`src/logic/ebp_map.svh`:
```
// Purpose: constants for the external bus pin controller
// Assumes: 50 MHz mclk
// Notes:   included by the package and the top module
`ifndef EBP_MAP_SVH
`define EBP_MAP_SVH
`define EBP_LANES        4
`define EBP_PAGE_BITS    8
`define EBP_PAGE_LSB     22
`define EBP_CRITICAL_IRQ_IN_N_LOW_NS  20
`define EBP_CRITICAL_IRQ_IN_N_HIGH_NS 20
`define EBP_CLK_NS       20
`define EBP_CRITICAL_IRQ_IN_N_LOW_CYC  ((`EBP_CRITICAL_IRQ_IN_N_LOW_NS + `EBP_CLK_NS - 1) / `EBP_CLK_NS)
`define EBP_CRITICAL_IRQ_IN_N_HIGH_CYC ((`EBP_CRITICAL_IRQ_IN_N_HIGH_NS + `EBP_CLK_NS - 1) / `EBP_CLK_NS)
`define EBP_WIDTH_8      2'h0
`define EBP_WIDTH_16     2'h1
`define EBP_WIDTH_32     2'h2
`endif

```
`src/logic/ebp_pkg.sv`:
```
// Purpose: types for the external bus pin controller
// Assumes: ebp_map.svh holds the numbers
// Notes:   none
`include "ebp_map.svh"
package ebp_pkg;
    // Boot ROM width codes
    typedef enum logic [1:0] {
        EBP_BOOT_8  = 2'h0,
        EBP_BOOT_16 = 2'h1,
        EBP_BOOT_32 = 2'h2
    } ebp_boot_t;
    // Memory access request from the internal controller
    typedef struct packed {
        logic       active;     // Access in progress
        logic       bank;       // Bank 0 or 1
        logic       is_dram;    // Target is DRAM
        logic       col_phase;  // Column address phase
        logic [3:0] lanes;      // Byte lanes enabled
        logic       xfer_cycle; // Data transfer cycle
        logic       last_wait;  // Final wait cycle
    } ebp_access_t;
    // DMA state from the internal controller
    typedef struct packed {
        logic       burst;      // One transfer per cycle
        logic       xfer_done;  // Transfer completes, next starts
        logic       active;     // Transfer running
        logic [3:0] ack;        // Channel acknowledges
    } ebp_dma_t;
    // Boot capture states
    typedef enum logic [1:0] {
        EBP_ST_RESET = 2'h0,
        EBP_ST_AFTER = 2'h1,
        EBP_ST_DONE  = 2'h2
    } ebp_boot_st_t;
endpackage

```
`src/logic/ebp_pins.sv`:
```
// Purpose: pin-level control of the external bus and memory strobes
// Assumes: single 50 MHz clock, synchronous active-low reset
// Notes:   pins from outside pass two flip-flops before use
//          outputs are registered; pin events show three edges later
//          the boot width decodes three edges after reset release
`timescale 1ns/100ps
`include "ebp_map.svh"
module ebp_pins #(
    parameter int LANES = `EBP_LANES,
    parameter int PBITS = `EBP_PAGE_BITS
) (
    // Clock and reset
    input  wire logic                 mclk,
    input  wire logic                 rst_n,
    // Internal controller side
    input  wire ebp_pkg::ebp_access_t acc,
    input  wire ebp_pkg::ebp_dma_t    dma,
    input  wire logic                 op_pending,
    input  wire logic [PBITS-1:0]     page_addr_out,
    output logic                      bus_fault,
    output logic                      critical_irq,
    output ebp_pkg::ebp_boot_t        boot_width,
    output logic                      boot_width_valid,
    output logic [PBITS-1:0]          page_addr_seen,
    output logic                      page_cross,
    // Pins: inputs
    input  wire logic                 boot_width_select,
    input  wire logic                 bus_fault_in,
    input  wire logic                 critical_irq_in_n,
    input  wire logic                 hold_grant,
    // Pins: outputs
    output logic                      addr_mux_column_select,
    output logic                      dma_transfer_strobe,
    output logic [3:0]                dma_ack_n,
    output logic [LANES-1:0]          column_strobe_n,
    output logic                      chip_select_bank0_n,
    output logic                      chip_select_bank1_n,
    // Pins: page address, two-way
    input  wire logic [PBITS-1:0]     page_addr_in,
    output logic [PBITS-1:0]          page_addr_o,
    output logic                      page_addr_oe
);
    import ebp_pkg::*;

    // Synchroniser stages for pins
    logic [4+PBITS-1:0] sync1;
    logic [4+PBITS-1:0] sync2;
    logic [4+PBITS-1:0] next_sync1;
    logic [4+PBITS-1:0] next_sync2;
    logic               boot_s;      // Synced boot width pin
    logic               fault_s;     // Synced fault pin
    logic               critical_irq_in_n_s;      // Synced irq pin
    logic               hold_s;      // Synced hold grant
    logic [PBITS-1:0]   page_s;      // Synced page address
    // Boot capture
    ebp_boot_st_t       boot_st;
    ebp_boot_st_t       next_boot_st;
    logic               boot_first;  // Sample during reset
    logic               next_boot_first;
    ebp_boot_t          next_boot_width;
    logic               next_boot_width_valid;
    logic               boot_wait;   // Second sample still in flight
    logic               next_boot_wait;
    // Critical irq tracking
    logic               critical_irq_in_n_low_seen;
    logic               next_critical_irq_in_n_low_seen;
    logic               next_critical_irq;
    // Fault, strobe and pin registers
    logic               next_bus_fault;
    logic               next_strobe;
    logic               next_mux;
    logic [3:0]         next_ack_n;
    logic [LANES-1:0]   next_cas_n;
    logic               next_cs0_n;
    logic               next_cs1_n;
    logic [PBITS-1:0]   next_page_o;
    logic               next_page_oe;
    logic [PBITS-1:0]   next_page_seen;
    logic               next_page_cross;

    // Synchroniser chain, second stage only read
    always_comb begin
        next_sync1 = {boot_width_select, bus_fault_in, critical_irq_in_n, hold_grant, page_addr_in};
        next_sync2 = sync1;
    end

    // Synchroniser flops run through reset: the boot strap is sampled
    // in reset, and pins idle at their true level so no false edge
    // or fault appears at release
    always_ff @(posedge mclk) begin
        sync1 <= next_sync1;
        sync2 <= next_sync2;
    end

    // Named views of the second stage
    assign boot_s  = sync2[PBITS+3];
    assign fault_s = sync2[PBITS+2];
    assign critical_irq_in_n_s  = sync2[PBITS+1];
    assign hold_s  = sync2[PBITS];
    assign page_s  = sync2[PBITS-1:0];

    // Boot width capture; the pin path keeps running in reset
    always_comb begin
        next_boot_st          = boot_st;
        next_boot_first       = boot_first;
        next_boot_width       = boot_width;
        next_boot_width_valid = boot_width_valid;
        next_boot_wait        = boot_wait;
        case (boot_st)
            EBP_ST_RESET: begin
                next_boot_first = boot_s;
                next_boot_st    = EBP_ST_AFTER;
            end
            EBP_ST_AFTER: begin
                if (!boot_wait) begin
                    // A strap tied to reset rises at release and needs
                    // two more edges to cross the synchroniser
                    next_boot_wait = 1'b1;
                end else begin
                    if (!boot_first && boot_s) begin
                        // Low in reset, high after: 16-bit
                        next_boot_width = EBP_BOOT_16;
                    end else if (boot_first && boot_s) begin
                        // High both times: 32-bit
                        next_boot_width = EBP_BOOT_32;
                    end else begin
                        // Low after release, either level in reset: 8-bit
                        next_boot_width = EBP_BOOT_8;
                    end
                    next_boot_width_valid = 1'b1;
                    next_boot_st          = EBP_ST_DONE;
                end
            end
            EBP_ST_DONE: begin
                next_boot_st = EBP_ST_DONE;
            end
            default: begin
                next_boot_st = EBP_ST_RESET;
            end
        endcase
    end

    // Boot registers; in reset the first sample is refreshed each edge
    always_ff @(posedge mclk) begin
        if (!rst_n) begin
            boot_st          <= EBP_ST_RESET;
            boot_width       <= EBP_BOOT_8;
            boot_width_valid <= 1'b0;
            boot_wait        <= 1'b0;
            boot_first       <= boot_s;
        end else begin
            boot_st          <= next_boot_st;
            boot_first       <= next_boot_first;
            boot_width       <= next_boot_width;
            boot_width_valid <= next_boot_width_valid;
            boot_wait        <= next_boot_wait;
        end
    end

    // Fault window: a pin fault only counts in the transfer or last wait
    always_comb begin
        next_bus_fault = acc.active && (acc.xfer_cycle || acc.last_wait) && !fault_s;
    end

    // Fault flag register
    always_ff @(posedge mclk) begin
        if (!rst_n) begin
            bus_fault <= 1'b0;
        end else begin
            bus_fault <= next_bus_fault;
        end
    end

    // Critical irq: remember a low, pulse on the following high
    always_comb begin
        next_critical_irq_in_n_low_seen = critical_irq_in_n_low_seen;
        next_critical_irq  = 1'b0;
        if (!critical_irq_in_n_s) begin
            // Low level seen, arm the detector
            next_critical_irq_in_n_low_seen = 1'b1;
        end else if (critical_irq_in_n_low_seen) begin
            // High after low: one pulse, then disarm
            next_critical_irq  = 1'b1;
            next_critical_irq_in_n_low_seen = 1'b0;
        end
    end

    // Critical irq registers; the synchroniser idles high, so no false edge
    always_ff @(posedge mclk) begin
        if (!rst_n) begin
            critical_irq_in_n_low_seen <= 1'b0;
            critical_irq  <= 1'b0;
        end else begin
            critical_irq_in_n_low_seen <= next_critical_irq_in_n_low_seen;
            critical_irq  <= next_critical_irq;
        end
    end

    // Memory strobes: mux select, column strobes, SRAM chip selects
    always_comb begin
        next_mux = acc.active && acc.is_dram && acc.col_phase;
        next_cas_n = '1;
        if (acc.active && acc.is_dram && acc.col_phase) begin
            // Only enabled lanes strobe in the column phase
            next_cas_n = ~acc.lanes[LANES-1:0];
        end
        next_cs0_n = !(acc.active && !acc.is_dram && !acc.bank);
        next_cs1_n = !(acc.active && !acc.is_dram && acc.bank);
    end

    // Memory strobe registers, all idle at reset
    always_ff @(posedge mclk) begin
        if (!rst_n) begin
            addr_mux_column_select <= 1'b0;
            column_strobe_n        <= '1;
            chip_select_bank0_n    <= 1'b1;
            chip_select_bank1_n    <= 1'b1;
        end else begin
            addr_mux_column_select <= next_mux;
            column_strobe_n        <= next_cas_n;
            chip_select_bank0_n    <= next_cs0_n;
            chip_select_bank1_n    <= next_cs1_n;
        end
    end

    // Shared strobe pin and DMA acknowledges
    always_comb begin
        // Acknowledges only while not held off
        next_ack_n = hold_s ? 4'hf : ~dma.ack;
        if (hold_s) begin
            next_strobe = op_pending;
        end else if (dma.burst) begin
            next_strobe = dma.active && (dma.ack != 4'h0);
        end else begin
            next_strobe = dma.xfer_done && (dma.ack != 4'h0);
        end
    end

    // Shared pin registers; acknowledge and strobe move together
    always_ff @(posedge mclk) begin
        if (!rst_n) begin
            dma_ack_n           <= 4'hf;
            dma_transfer_strobe <= 1'b0;
        end else begin
            dma_ack_n           <= next_ack_n;
            dma_transfer_strobe <= next_strobe;
        end
    end

    // Page address: drive as master, watch while held off
    always_comb begin
        next_page_oe    = !hold_s;
        next_page_o     = page_addr_out;
        next_page_seen  = hold_s ? page_s : page_addr_seen;
        next_page_cross = hold_s && (page_s != page_addr_seen);
    end

    // Page address registers; lines released at reset
    always_ff @(posedge mclk) begin
        if (!rst_n) begin
            page_addr_oe   <= 1'b0;
            page_addr_o    <= '0;
            page_addr_seen <= '0;
            page_cross     <= 1'b0;
        end else begin
            page_addr_oe   <= next_page_oe;
            page_addr_o    <= next_page_o;
            page_addr_seen <= next_page_seen;
            page_cross     <= next_page_cross;
        end
    end
endmodule

```
`config.mk`:
```
export PLATFORM = sky130hd
export DESIGN_NAME = ebp_pins
export DESIGN_NICKNAME = d
export VERILOG_FILES = /design/src/logic/ebp_pkg.sv /design/src/logic/ebp_pins.sv
export VERILOG_INCLUDE_DIRS = /design/src /design/src/logic
export SDC_FILE = /design/constraint.sdc
export NUM_CORES = 1
export LEC_CHECK = 0
export CORE_MARGIN = 4
export CORE_UTILIZATION = 30
export DETAILED_ROUTE_END_ITERATION = 6
export DONT_BUFFER_PORTS = 1
export MAX_ROUTING_LAYER = met4
export PLACE_DENSITY_LB_ADDON = 0.05
export SYNTH_ARGS = -nofsm -noshare
export SYNTH_HDL_FRONTEND = slang
export SYNTH_SLANG_ARGS = --single-unit
```
`constraint.sdc`:
```
create_clock -name mclk -period 1.91 [get_ports mclk]
set_clock_uncertainty 0.05 [all_clocks]
set_input_delay 0.0955 -clock mclk [delete_from_list [all_inputs] [get_ports mclk]]
set_output_delay 0.0955 -clock mclk [all_outputs]
set_load 0.05 [all_outputs]
```
==> results.tsv, run 1 <==
metric	value	unit
status	complete, no violations	
combPwrFrac	0.137	
core-area	0.00596	mm²
synth_nets	192	
ir_worst_vdd	0.515	mV
start_util	0.312	
gp_congestion	0.695	
pin_count	75	
wirelength	3970	µm
p_switching	0.000787	W
powerDensity	1080	mW/mm²
dieArea	0.00752	mm²
numCtsBuffers	9	
p_sw_frac	0.260	
fin_crit_sh	0.929	
hold_violations	0	
p_int	0.00224	W
hold_end	next_sync2[6]	
antennaDiodeCount	0	
cp-start-kind	register	
clkPwrFrac	0.345	
path_cells	o31ai_1, and2_1, dlygate4sd3_1	
crit_slowest_cell	dfxtp_1	
wl_per_cell	12.9	µm
setup_ws	136	ps
postRouteAntennaNets	0	
hold_depth	1	
drc	0	
nets	271	
dieHeight	86.7	µm
num_vias	1277	
maxSlewViolCount	0	
fmax	564	MHz
reg2reg_to	dma_transfer_strobe	
finalPower	0.00303	W
rsz0062_at_grt	false	
synth.cell_area	0.00186	mm²
critPathMaxStageDelay	740	ps
avgSynthCellArea	12.5	µm²
critPathArrivalTime	1940	ps
holdCritStartpoint	page_addr_in[6]	
setup_viol	0	
cts_setup_buffers	0	
cts-root-buf	clkbuf_8	
drv_cap	0	
drt_iter0_markers	42	
post_drt_via_cell_ratio	4.16	
port_buffers	0	
ys.warnings.count	0	
clk_path_buf_depth	2	
min_period	1770	ps
area_delta_synth_final	50.9	%
cts_tree	yes	
pre_cts_slack	681	ps
clkSlewWorstSetupHoldPaths	60	ps
reg2reg_setup_slack	140	ps
ctsHtreeMaxLevel	3	
hpwlAfterDp	2260	µm
layout-drive-gt1-share	0.108	
clock_latency	330	ps
required	2080	ps
grt_max_degree	19	
yosysUniqueCellTypes	26	
antenna_found_initial	0	
synth_edf_count	1	
track_usage	0.120	
slew_headroom	0.568	
grt_overflow_total	0	
synthFlopType	dfxtp_1	
crit_type	register to register	
utilization	0.471	
min_path_type	primary input to register	
grt_pass1_vias	1366	
r2r_cells	3	
endpoint_kind	register	
hold_ws	259	ps
tightest_slew	648	ps
seqPwrFrac	0.518	
ys_seq_area_frac	0.694	
syn_inst	149	
synth-seq-cells	64	
cp_max_fo	12	
grt_pass1_wl	6340	µm
tns	0	ps
r2r_start	sync2[8]	
num_rows	28	
async_flop_share	0	
die_w	86.7	µm
clkSinkCount	64	
dr.pass1.iters	4	
p_leak	1.20	nW
==> cells in the mapped netlist, types with 2 or more instances <==
| cell | count | area share |
|---|---|---|
| nand2b_1 | 2 | 0.0067 |
| inv_1 | 2 | 0.0040 |
| and2_1 | 9 | 0.030 |
| nand2_1 | 16 | 0.032 |
| nor4_1 | 3 | 0.010 |
| xor2_1 | 8 | 0.038 |
| dfxtp_1 | 63 | 0.68 |
| nor2_1 | 3 | 0.0061 |
| nor2b_1 | 10 | 0.034 |
| and2b_1 | 2 | 0.0081 |
| a21boi_0 | 2 | 0.0081 |
| ha_1 | 3 | 0.020 |
| mux2i_1 | 11 | 0.059 |
| buf_2 | 2 | 0.0054 |
| a21oi_1 | 2 | 0.0054 |
==> final cells by class <==
type,instances,area [µm²]
clock buffers,13,170
clock inverters,2,12.5
fillers,535,3150
inverters,2,7.51
multi-input cells,79,536
flip-flops and latches,64,1290
well taps,75,93.8
repair buffers,72,696
==> placed cells by master, fill, tap and decap left out, types with 2 or more instances in the layout <==
cell type,n
and2_1,9
clkbuf_1,2
buf_4,11
nor2_1,3
a21boi_0,2
dlygate4sd3_1,60
nand2b_1,2
nor2b_1,10
and2b_1,2
clkbuf_8,10
nor4_1,3
inv_1,2
dfxtp_1,63
xor2_1,8
nand2_1,16
mux2i_1,11
ha_1,3
a21oi_1,2
==> metrics by stage <==
stage	area [µm²]	cells
finish	2810	307
global route	2810	307
CTS	2800	307
detailed placement	2010	231
global placement	2010	231
floorplan	1860	149
==> cell families (layout without fill, tap and decap cells) <==
kind of cell             Yosys count  after routing  share of synthesized area
adder cells (fa/ha/maj)            3              3                     0.0202
multiplexers                      11             11                     0.0592
buffers and inverters              6             89                     0.0175
AO/OA/AOI/OAI                      6              6                     0.0215
flip-flops                        64             64                      0.694
AND/OR/NAND/NOR                   51             51                      0.149
XOR/XNOR                           8              8                     0.0377
==> sequential cells by signal, summed over array words and instances, names as in the netlist, 2 cells and up <==
name             count
next_sync2          12
boot_width           2
dma_ack_n            4
boot_st              2
page_addr_seen       8
page_addr_o          8
column_strobe_n      4
sync2               12
==> layer usage <==
layer / track usage / share of wire / vias to the layer above
met4: 0.0510 / 0.016 / 0
met3: 0.0751 / 0.12 / 7
met2: 0.186 / 0.47 / 68
met1: 0.119 / 0.39 / 565
met5: - / 0 / -
li1: - / - / 637
==> worst max-delay path, delay by kind of cell (launching register included) <==
family | cells | cell delay (ps)
AOI/OAI and AO/OA | 1 | 160
buffers and inverters | 1 | 540
DFF | 1 | 740
and+or+nand+nor | 1 | 180
==> what timing repair did <==
| item | 4_1_cts | 5_1_grt |
|---|---|---|
| resized for setup | 0 | 1 |
| hold endpoints to repair | 52 | 0 |
| endpoints found under the setup margin | 0 | 6 |
| hold buffers | 61 | 0 |
==> power by group through the flow <==
| stage | Clock (W) | Combinational [W] | Sequential [W] |
|---|---|---|---|
| floorplan | 0 | 0.000186 | 0.00164 |
| global placement | 0 | 0.000283 | 0.00160 |
| detailed placement | 0 | 0.000299 | 0.00160 |
| CTS | 0.00110 | 0.000420 | 0.00157 |
| global route | 0.00115 | 0.000470 | 0.00158 |
| finish | 0.00105 | 0.000416 | 0.00157 |
==> worst max path at each step <==
stage | start | to | slack [ps] | cells past startpoint
after CTS | rst_n | column_strobe_n[3] | 7 | 5
after detailed placement | sync2[8] | dma_transfer_strobe | 680 | 2
final | sync2[8] | dma_transfer_strobe | 140 | 3
after floorplan | page_addr_seen[6] | page_cross | 620 | 3
after global placement | sync2[8] | dma_transfer_strobe | 710 | 2
after global routing | sync2[8] | dma_transfer_strobe | 7 | 3
(Power assumes the default switching activity.)
==> run 2: changes to the inputs <==
--- a/config.mk
+++ b/config.mk
@@ -10,6 +10,7 @@
 export CORE_UTILIZATION = 30
 export DETAILED_ROUTE_END_ITERATION = 6
 export DONT_BUFFER_PORTS = 1
+export GPL_TIMING_DRIVEN = 0
 export MAX_ROUTING_LAYER = met4
 export PLACE_DENSITY_LB_ADDON = 0.05
 export SYNTH_ARGS = -nofsm -noshare
==> results.tsv, run 2 (synthesis results as in run 1) <==
metric	value	unit	change
grt_max_degree	11		-8
cts-root-buf	clkbuf_8		
drc	0		unchanged
r2r_cells	3		unchanged
cp-start-kind	primary input		
area_delta_synth_final	38.1	%	
numCtsBuffers	9		unchanged
p_sw_frac	0.259		-0.000898
grt_pass1_wl	5900	µm	-7.0%
crit_slowest_cell	dlygate4sd3_1		
p_switching	0.000775	W	-1.5%
layout-drive-gt1-share	0.0870		-0.0208
hold_depth	3		+2
wl_per_cell	12.7	µm	-1.8%
num_rows	28		unchanged
postCtsHoldBufs	42		-31%
critPathArrivalTime	1980	ps	+40 ps
seqPwrFrac	0.543		+0.025
ir_worst_vdd	0.538	mV	+4.5%
setup_viol	0		unchanged
rsz0062_at_grt	false		
cts_setup_buffers	0		unchanged
combPwrFrac	0.096		-0.041
dr.pass1.iters	4		unchanged
start_util	0.312		unchanged
postRouteAntennaNets	0		unchanged
p_leak	1.06	nW	-11%
grt_overflow_total	0		unchanged
antenna_found_initial	0		unchanged
min_path_type	primary input to register		
fin_crit_sh	0.922		-0.00675
die_w	86.7	µm	unchanged
nets	245		-9.6%
nFillCells	578		+8.0%
p_int	0.00222	W	-1.1%
critPathMaxStageDelay	570	ps	-170 ps
path_cells	dlygate4sd3_1, nor2_1, dlygate4sd3_1, nor3_1, dlygate4sd3_1		
hold_violations	0		unchanged
required	2130	ps	+50 ps
slew_headroom	0.598		+0.0306
cp_max_fo	1		-11
setup_ws	149	ps	+12.9 ps
tns	0	ps	unchanged
core-area	0.00596	mm²	unchanged
grt_pass1_vias	1222		-11%
status	complete, no violations		
clock_latency	330	ps	about the same
crit_type	primary input to register		
min_period	1760	ps	-12.9 ps
powerDensity	1170	mW/mm²	+8.0%
dieHeight	86.7	µm	unchanged
post_drt_via_cell_ratio	4.25		+2.2%
maxSlewViolCount	0		unchanged
worst_path_most_repeated_cell	dlygate4sd3_1		
drv_cap	0		unchanged
ctsHtreeMaxLevel	3		unchanged
clkSlewWorstSetupHoldPaths	60	ps	about the same
gp_congestion	0.637		-8.4%
clk_path_buf_depth	2		unchanged
clkSinkCount	64		unchanged
ctsResizeCount	0		unchanged
num_vias	1199		-6.1%
layout_common_cells	63 x dfxtp_1, 42 x dlygate4sd3_1, 16 x nand2_1		
crit_family	buffers and inverters		
wirelength	3580	µm	-9.8%
track_usage	0.111		-0.00844
cts_tree	yes		
hpwlAfterDp	2370	µm	+4.9%
pre_cts_slack	437	ps	-245 ps
crit_buf_inv	3		+2
final_common_cell	dfxtp_1		
dieArea	0.00752	mm²	unchanged
drt_iter0_markers	24		-43%
tightest_slew	602	ps	-45.8 ps
cp_num_cells	5		+2
antennaDiodeCount	0		unchanged
port_buffers	0		unchanged
endpoint_kind	register		
pin_count	75		unchanged
fmax	568	MHz	+0.73%
clkPwrFrac	0.361		+0.016
-- run 2: cell types whose count changed in the layout (fill, tap and decap cells not counted), sizes merged --
cell,delta
buf,-8
clkbuf,+2
clkinv,+1
clkinvlp,-1
dlygate4sd3,-18
dlymetal6s4s,-1
-- run 2: path summary, 6_finish.rpt --
| path | slack, ps | to | start |
|---|---|---|---|
| worst min register to register | 280 | sync2[8] | next_sync2[8] |
| worst max register to register | 410 | page_cross | page_addr_seen[7] |
| worst max-delay path | 150 | bus_fault | acc[1] |
| worst min-delay path | 70 | dma_transfer_strobe | dma[5] |
-- run 2: power by group through the flow --
stage	clock, W	combinational [W]	sequential (W)
2_1_floorplan	0	0.000186	0.00164
3_3_place_gp	0	0.000218	0.00166
3_5_place_dp	0	0.000233	0.00166
4_1_cts	0.00113	0.000294	0.00163
5_1_grt	0.00119	0.000327	0.00164
6_report	0.00108	0.000287	0.00163
-- run 2: layer usage --
| layer | GRT usage | share of wire | up-vias |
|---|---|---|---|
| met2 | 0.170 | 0.46 | 65 |
| met1 | 0.107 | 0.39 | 541 |
| met4 | 0.0510 | 0.015 | 0 |
| met3 | 0.0770 | 0.13 | 5 |
| li1 | - | - | 588 |
| met5 | - | 0 | - |
-- run 2: cell type report --
type,instances,area (µm²),share of cell area
buffer,4,25.0,0.00975
tap,75,93.8,0.0365
timing repair buffer,42,420,0.164
inverter,2,7.51,0.00292
multi-input combinational,79,536,0.209
clock inverter,2,10.0,0.00390
sequential,64,1290,0.503
clock buffer,14,184,0.0716
-- run 2: worst register-to-register path, stage by stage, from the launching register on --
cell	delay [ps]
dfxtp_1	710
xor2_1	140
nor4_1	370
a21oi_1	120
-- run 2: through the flow --
stage	area [µm²]	util	cells	power (W)	hold WS, ps
2_1_floorplan	1860	-	149	0.00183	73.2
3_3_place_gp	1950	0.328	224	0.00187	73.3
3_5_place_dp	1950	0.328	224	0.00189	73.3
4_1_cts	2570	0.431	282	0.00305	50.6
5_1_grt	2570	0.431	282	0.00316	75.5
6_report	2570	0.431	282	0.00299	73.7
